[src/inc/dspace_pkg.sv]
// constants for the data-space window and bank mapping block
// What this block does
// - window page register low seven bits used
// - window page unreset, write-only, no bit ops
// - select bit four maps RAM page two
// - select bit three maps RAM page one
// - bank page reached at addresses 00h-3Fh
// - several select bits enable pages together
// - page select not cleared by reset
// - page select untouched by calls, interrupts
// - page select write-only at CBh
// - accumulator mapped at FFh
// - pointer registers at 80h and 81h
// - short-direct registers at 82h and 83h
// - reads 40h-7Fh come from program memory
// - program address is page then six bits
package dspace_pkg;
  localparam logic [7:0] BANK_LO = 8'h00;
  localparam logic [7:0] BANK_HI = 8'h3F;
  localparam logic [7:0] WIN_LO = 8'h40;
  localparam logic [7:0] WIN_HI = 8'h7F;
  localparam logic [7:0] PTR_FIRST_ADDR = 8'h80;
  localparam logic [7:0] PTR_SECOND_ADDR = 8'h81;
  localparam logic [7:0] SD_FIRST_ADDR = 8'h82;
  localparam logic [7:0] SD_SECOND_ADDR = 8'h83;
  localparam logic [7:0] WIN_PAGE_ADDR = 8'hC9;
  localparam logic [7:0] PAGE_SEL_ADDR = 8'hCB;
  localparam logic [7:0] ACC_ADDR = 8'hFF;
  localparam int PAGE_TWO_BIT = 4;
  localparam int PAGE_ONE_BIT = 3;
  localparam int WIN_BITS = 7;
  localparam int OFS_BITS = 6;
  localparam int PROG_ADDR_W = WIN_BITS + OFS_BITS;
  localparam logic [7:0] WRITE_ONLY_READ = 8'h00;
  localparam logic [7:0] CORE_RST = 8'h00;
endpackage
[src/design/data_space_map.sv]
// data-space decoder with ROM window, RAM page select and core registers
module data_space_map (
  input wire logic ref_clk, // core clock
  input wire logic rst, // synchronous reset, active high
  input wire logic [7:0] ds_addr, // data-space address
  input wire logic ds_rd, // read strobe
  input wire logic ds_wr, // write strobe
  input wire logic [7:0] ds_wdata, // write data
  input wire logic bit_op, // access is a single-bit instruction
  output logic [7:0] ds_rdata, // read data, one cycle after ds_rd
  output logic ds_rvalid, // read data valid pulse
  output logic [7:0] accumulator_reg, // accumulator contents
  output logic [7:0] index_pointer_first, // first pointer
  output logic [7:0] index_pointer_second, // second pointer
  output logic [7:0] short_direct_first, // first short-direct
  output logic [7:0] short_direct_second, // second short-direct
  output logic [dspace_pkg::PROG_ADDR_W-1:0] prog_addr, // window address
  input wire logic [7:0] prog_data, // program memory byte, combinational
  output logic [6:0] rom_window_page, // window page bits
  output logic [7:0] ram_page_select, // page select contents
  output logic bank0_en, // bank region answered by page 0
  output logic page_one_en, // page 1 enabled
  output logic page_two_en // page 2 enabled
);
  import dspace_pkg::*;

  logic [7:0] page0_mem [0:63];
  logic [7:0] page1_mem [0:63];
  logic [7:0] page2_mem [0:63];
  logic [5:0] ofs;
  logic in_bank;
  logic in_win;
  logic sel_one;
  logic sel_two;
  logic [7:0] rdata_next;
  logic [7:0] bank_rd;
  logic acc_we;
  logic ptr1_we;
  logic ptr2_we;
  logic sd1_we;
  logic sd2_we;
  logic bank_we;
  logic none_sel;
  logic [7:0] page0_rd;
  logic [7:0] page1_rd;
  logic [7:0] page2_rd;

  function automatic logic hits(input logic we,
                                input logic [7:0] a,
                                input logic [7:0] target);
    hits = we && (a == target);
  endfunction

  function automatic logic in_range(input logic [7:0] a,
                                    input logic [7:0] lo,
                                    input logic [7:0] hi);
    in_range = (a >= lo) && (a <= hi);
  endfunction

  assign ofs = ds_addr[OFS_BITS-1:0];
  assign in_bank = in_range(ds_addr, BANK_LO, BANK_HI);
  assign in_win = in_range(ds_addr, WIN_LO, WIN_HI);
  assign sel_one = ram_page_select[PAGE_ONE_BIT];
  assign sel_two = ram_page_select[PAGE_TWO_BIT];
  assign none_sel = !sel_one && !sel_two;
  assign acc_we = hits(ds_wr, ds_addr, ACC_ADDR);
  assign ptr1_we = hits(ds_wr, ds_addr, PTR_FIRST_ADDR);
  assign ptr2_we = hits(ds_wr, ds_addr, PTR_SECOND_ADDR);
  assign sd1_we = hits(ds_wr, ds_addr, SD_FIRST_ADDR);
  assign sd2_we = hits(ds_wr, ds_addr, SD_SECOND_ADDR);
  assign bank_we = ds_wr && in_bank;
  assign page0_rd = page0_mem[ofs];
  assign page1_rd = page1_mem[ofs];
  assign page2_rd = page2_mem[ofs];

  // paging registers keep no reset: contents undefined until first write
  always_ff @(posedge ref_clk) begin
    if (ds_wr && !bit_op && ds_addr == WIN_PAGE_ADDR) begin
      rom_window_page <= ds_wdata[WIN_BITS-1:0];
    end
  end

  always_ff @(posedge ref_clk) begin
    if (ds_wr && !bit_op && ds_addr == PAGE_SEL_ADDR) begin
      ram_page_select <= ds_wdata;
    end
  end

  // core registers; bit ops arrive as full read-modify-write bytes
  always_ff @(posedge ref_clk) begin
    if (rst) begin
      accumulator_reg <= CORE_RST;
    end else if (acc_we) begin
      accumulator_reg <= ds_wdata;
    end
  end

  always_ff @(posedge ref_clk) begin
    if (rst) begin
      index_pointer_first <= CORE_RST;
    end else if (ptr1_we) begin
      index_pointer_first <= ds_wdata;
    end
  end

  always_ff @(posedge ref_clk) begin
    if (rst) begin
      index_pointer_second <= CORE_RST;
    end else if (ptr2_we) begin
      index_pointer_second <= ds_wdata;
    end
  end

  always_ff @(posedge ref_clk) begin
    if (rst) begin
      short_direct_first <= CORE_RST;
    end else if (sd1_we) begin
      short_direct_first <= ds_wdata;
    end
  end

  always_ff @(posedge ref_clk) begin
    if (rst) begin
      short_direct_second <= CORE_RST;
    end else if (sd2_we) begin
      short_direct_second <= ds_wdata;
    end
  end

  // pages written in parallel when several bits are set
  always_ff @(posedge ref_clk) begin
    if (bank_we && none_sel) begin
      page0_mem[ofs] <= ds_wdata;
    end
  end

  always_ff @(posedge ref_clk) begin
    if (bank_we && sel_one) begin
      page1_mem[ofs] <= ds_wdata;
    end
  end

  always_ff @(posedge ref_clk) begin
    if (bank_we && sel_two) begin
      page2_mem[ofs] <= ds_wdata;
    end
  end

  // parallel pages fight on reads too; modelled as a wired-and
  always_comb begin
    bank_rd = 8'hFF;
    if (none_sel) begin
      bank_rd = page0_rd;
    end
    if (sel_one) begin
      bank_rd = bank_rd & page1_rd;
    end
    if (sel_two) begin
      bank_rd = bank_rd & page2_rd;
    end
  end

  always_comb begin
    rdata_next = 8'h00;
    if (in_bank) begin
      rdata_next = bank_rd;
    end else if (in_win) begin
      rdata_next = prog_data;
    end else begin
      case (ds_addr)
        ACC_ADDR: rdata_next = accumulator_reg;
        PTR_FIRST_ADDR: rdata_next = index_pointer_first;
        PTR_SECOND_ADDR: rdata_next = index_pointer_second;
        SD_FIRST_ADDR: rdata_next = short_direct_first;
        SD_SECOND_ADDR: rdata_next = short_direct_second;
        WIN_PAGE_ADDR: rdata_next = WRITE_ONLY_READ;
        PAGE_SEL_ADDR: rdata_next = WRITE_ONLY_READ;
        default: rdata_next = 8'h00;
      endcase
    end
  end

  // read data holds until the next read so a slow core can take it late
  always_ff @(posedge ref_clk) begin
    if (rst) begin
      ds_rdata <= CORE_RST;
    end else if (ds_rd) begin
      ds_rdata <= rdata_next;
    end
  end

  always_ff @(posedge ref_clk) begin
    if (rst) begin
      ds_rvalid <= 1'b0;
    end else begin
      ds_rvalid <= ds_rd;
    end
  end

  // registered, so the window address trails ds_addr by one cycle
  always_ff @(posedge ref_clk) begin
    if (rst) begin
      prog_addr <= '0;
    end else begin
      prog_addr <= {rom_window_page, ds_addr[OFS_BITS-1:0]};
    end
  end

  // enables trail the select register by one cycle
  always_ff @(posedge ref_clk) begin
    if (rst) begin
      bank0_en <= 1'b0;
    end else begin
      bank0_en <= none_sel;
    end
  end

  always_ff @(posedge ref_clk) begin
    if (rst) begin
      page_one_en <= 1'b0;
    end else begin
      page_one_en <= sel_one;
    end
  end

  always_ff @(posedge ref_clk) begin
    if (rst) begin
      page_two_en <= 1'b0;
    end else begin
      page_two_en <= sel_two;
    end
  end
endmodule

[config.mk]
export PLATFORM = sky130hd
export DESIGN_NAME = data_space_map
export DESIGN_NICKNAME = d
export VERILOG_FILES = /design/src/inc/dspace_pkg.sv /design/src/design/data_space_map.sv
export SDC_FILE = /design/constraint.sdc
export NUM_CORES = 2
export LEC_CHECK = 0
export BUFFER_PORTS_ARGS = -buffer_cell sky130_fd_sc_hd__buf_4
export CAP_MARGIN = 20
export CORE_ASPECT_RATIO = 1.5
export CORE_UTILIZATION = 40
export DETAILED_ROUTE_END_ITERATION = 7
export HOLD_SLACK_MARGIN = 0.08
export PLACE_DENSITY_LB_ADDON = 0.25
export SYNTH_ARGS = -nofsm -noshare
export SYNTH_HDL_FRONTEND = slang
export SYNTH_SLANG_ARGS = --single-unit
[constraint.sdc]
create_clock -name ref_clk -period 4.7 [get_ports ref_clk]
set_input_delay 0.94 -clock ref_clk [delete_from_list [all_inputs] [get_ports ref_clk]]
set_output_delay 0.94 -clock ref_clk [all_outputs]
set_load 0.03 [all_outputs]
==> reports/results.txt <==
GRT Total Usage -> 21.5%
total vias in the final route -> 32687
CTS root buffer -> clkbuf_16
Cells after Synth -> 3176
Post-Synthesis Cell Area -> 63500 µm²
wire length per cell -> 30.0 µm
Synth Register Bits -> 1616
relative slew slack -> 13.0%
GPL Wtd Cong -> 0.870
Fin Clk Skew -> 35.0 ps
setup TNS -> 0 ps
Hold-fix buffers, CTS -> 0
CP max stage cell -> o21ai_1
DP Wirelength -> 114000 µm
top cells by area, synth -> edfxtp_1, mux4_2, dfxtp_1
Yosys top cell area share -> 73.4%
layout cells sized above 1 -> 27.2%
Final #Nets -> 3589
Post-DRT Antenna Nets -> 0
Clk Latency, worst-skew pair -> 790 ps
Distinct cells, synth -> 74
most frequent cell after synthesis -> edfxtp_1
synth-to-layout area growth -> 14.4%
switching share of power -> 21.5%
Fin. Hold Viols -> 0
data arrival time of the worst path -> 4540 ps
# Max-Cap Violations -> 0
Mapped Nets -> 3205
clock tree buffer depth -> 3
CTS Buf Count -> 146
Critical Path Fanout Max -> 56
Gate power share -> 5.1%
crit-path cells -> buf_8 -> buf_4 -> mux4_2 -> nor2_1 -> a2111oi_1 -> nor3_1 -> buf_4 -> o21ai_1 -> o2111ai_1 -> o31ai_1
Syn Area/Cell -> 20.0 µm²
Crit. End Element -> flop
pin count of the biggest net entering global routing -> 125
initial antenna violation count -> 2
final period utilization -> 81.7%
global-route wire length before repair -> 246000 µm
die area -> 160000 µm²
pwr dens -> 400 nW/µm²
synth cell count leaders -> edfxtp_1, mux4_2, nor2_1, nand2_1, mux2i_1
Post-CTS Setup Repair Bufs -> 0
vias in the first global route -> 33471
top flop regs -> page0_mem x512, page1_mem x512, page2_mem x512
Main synth FF type -> edfxtp_1
die extent in x -> 327 µm
cell taking the most area after synthesis -> edfxtp_1
Worst VDD drop -> 0.000387 V
routed wire length -> 173000 µm
DR iter-0 viols -> 2948
Reg clk slew, reported paths -> 60 ps
Top Family by Delay on Critical Path -> compound AO/OA/AOI/OAI gates
H-Tree Depth -> 4
sequential share of power -> 54.3%
Switch Pwr -> 0.00625 W
synth warn -> 0
RSZ-0062 raised after global routing -> false
total grt overflow -> 0
Hold Crit Class -> flop to flop
CTS Sinks -> 1616
Die H -> 490 µm
core area -> 157000 µm²
CP Buf/Inv Count -> 3
fmax -> 261 MHz
Seq. cell area -> 47900 µm²
Resized cells post-CTS -> 0
CP Launch Type -> input port
Tightest Pin Transition -> 1300 ps
Multi-input gate area -> 14000 µm²
FFs w/ async S/R, synth -> 0%
Final Power -> 0.0291 W
starting density of the core -> 40.4%
fillers -> 13308
number of synthesized flops with an enable pin -> 1551
Buffers on Ports -> 108
clock share of power -> 40.6%
Residual DRC -> 0
Pre-antenna DRT Iters -> 5
std cell rows -> 178
Via density -> 5.69
status -> finished clean
most numerous cell on the critical path -> buf_4
max-slew violation count -> 0
Worst path max stage delay -> 640 ps
Finish-stage setup viols -> 0
Tmin final -> 3840 ps
leakage -> 23.4 nW
CP required -> 5400 ps
internal power -> 0.0228 W
Crit Path Category -> input port to flop
CTS tree -> yes
Seq/Total Area, Yosys -> 75.4%
Ports -> 109
logic make-up (layout without fill, tap and decap cells):
group	count (synthesis)	count (layout)	synth area share (%)
buffers and inverters	196	692	2.53
AO/OA/AOI/OAI	305	305	3.33
AND/OR/NAND/NOR	569	569	4.00
multiplexers	490	490	14.7
other	0	1	0
flip-flops	1616	1616	75.4
metrics by stage:
step           worst slack, ps  instances  util (%)  cell area [µm²]  hold WS [ps]
2_1_floorplan             1450       3176         -            63500           593
3_3_place_gp              65.0       5482      43.2            68000           460
3_5_place_dp              19.0       5482      43.2            68000           468
4_1_cts                    861       5742      46.2            72600           478
5_1_grt                    798       5743      46.2            72600           494
6_report                   862       5743      46.2            72600           476
power groups by stage:
stage	clock network (W)	registers (W)	logic [W]
after floorplan	0	0.0161	0.000792
final	0.0118	0.0158	0.00148
after CTS	0.0120	0.0158	0.00149
after global routing	0.0125	0.0158	0.00154
after global placement	0	0.0161	0.00148
after detailed placement	0	0.0161	0.00149
placed cells by master, fill, tap and decap left out, drive strengths merged, types with 31 or more instances in the layout:
cell / instances
edfxtp: 1551
buf: 428
mux4: 347
nor2: 248
clkbuf: 196
nand2: 135
mux2i: 130
a21oi: 88
nand3: 81
dfxtp: 65
a22oi: 48
clkinv: 41
o21ai: 31
final timing paths:
kind                           from                endpoint  slack, ps  cells past startpoint
min reg2reg  index_pointer_first[5]  index_pointer_first[5]        480                      2
max                      ds_addr[0]             ds_rdata[3]        860                     10
max reg2reg      ram_page_select[3]        page0_mem[55][3]       1680                      7
min          index_pointer_first[5]  index_pointer_first[5]        480                      2
layer usage:
metal  track usage, %  wire [µm]
met1             26.4      66000
met2             37.5      89500
met3             3.15       9210
met5                0         18
met4             9.34       7760
worst register-to-register path: stages, from the launching register on:
cell      delay, ps
edfxtp_1        360
buf_4           230
nor2_1          530
and3_1          240
buf_4           260
nand3_1         330
nor2_1          540
buf_4           250
cell type report:
| cell class | instances | area share (%) |
|---|---|---|
| sequential | 1616 | 65.9 |
| multi-input combinational | 1364 | 19.3 |
| clock buffer | 196 | 5.49 |
| timing repair buffer | 428 | 4.77 |
| tap | 2070 | 3.57 |
| clock inverter | 64 | 0.918 |
| inverter | 4 | 0.0207 |
| antenna | 1 | 0.00345 |
(Power assumes the default switching activity.)
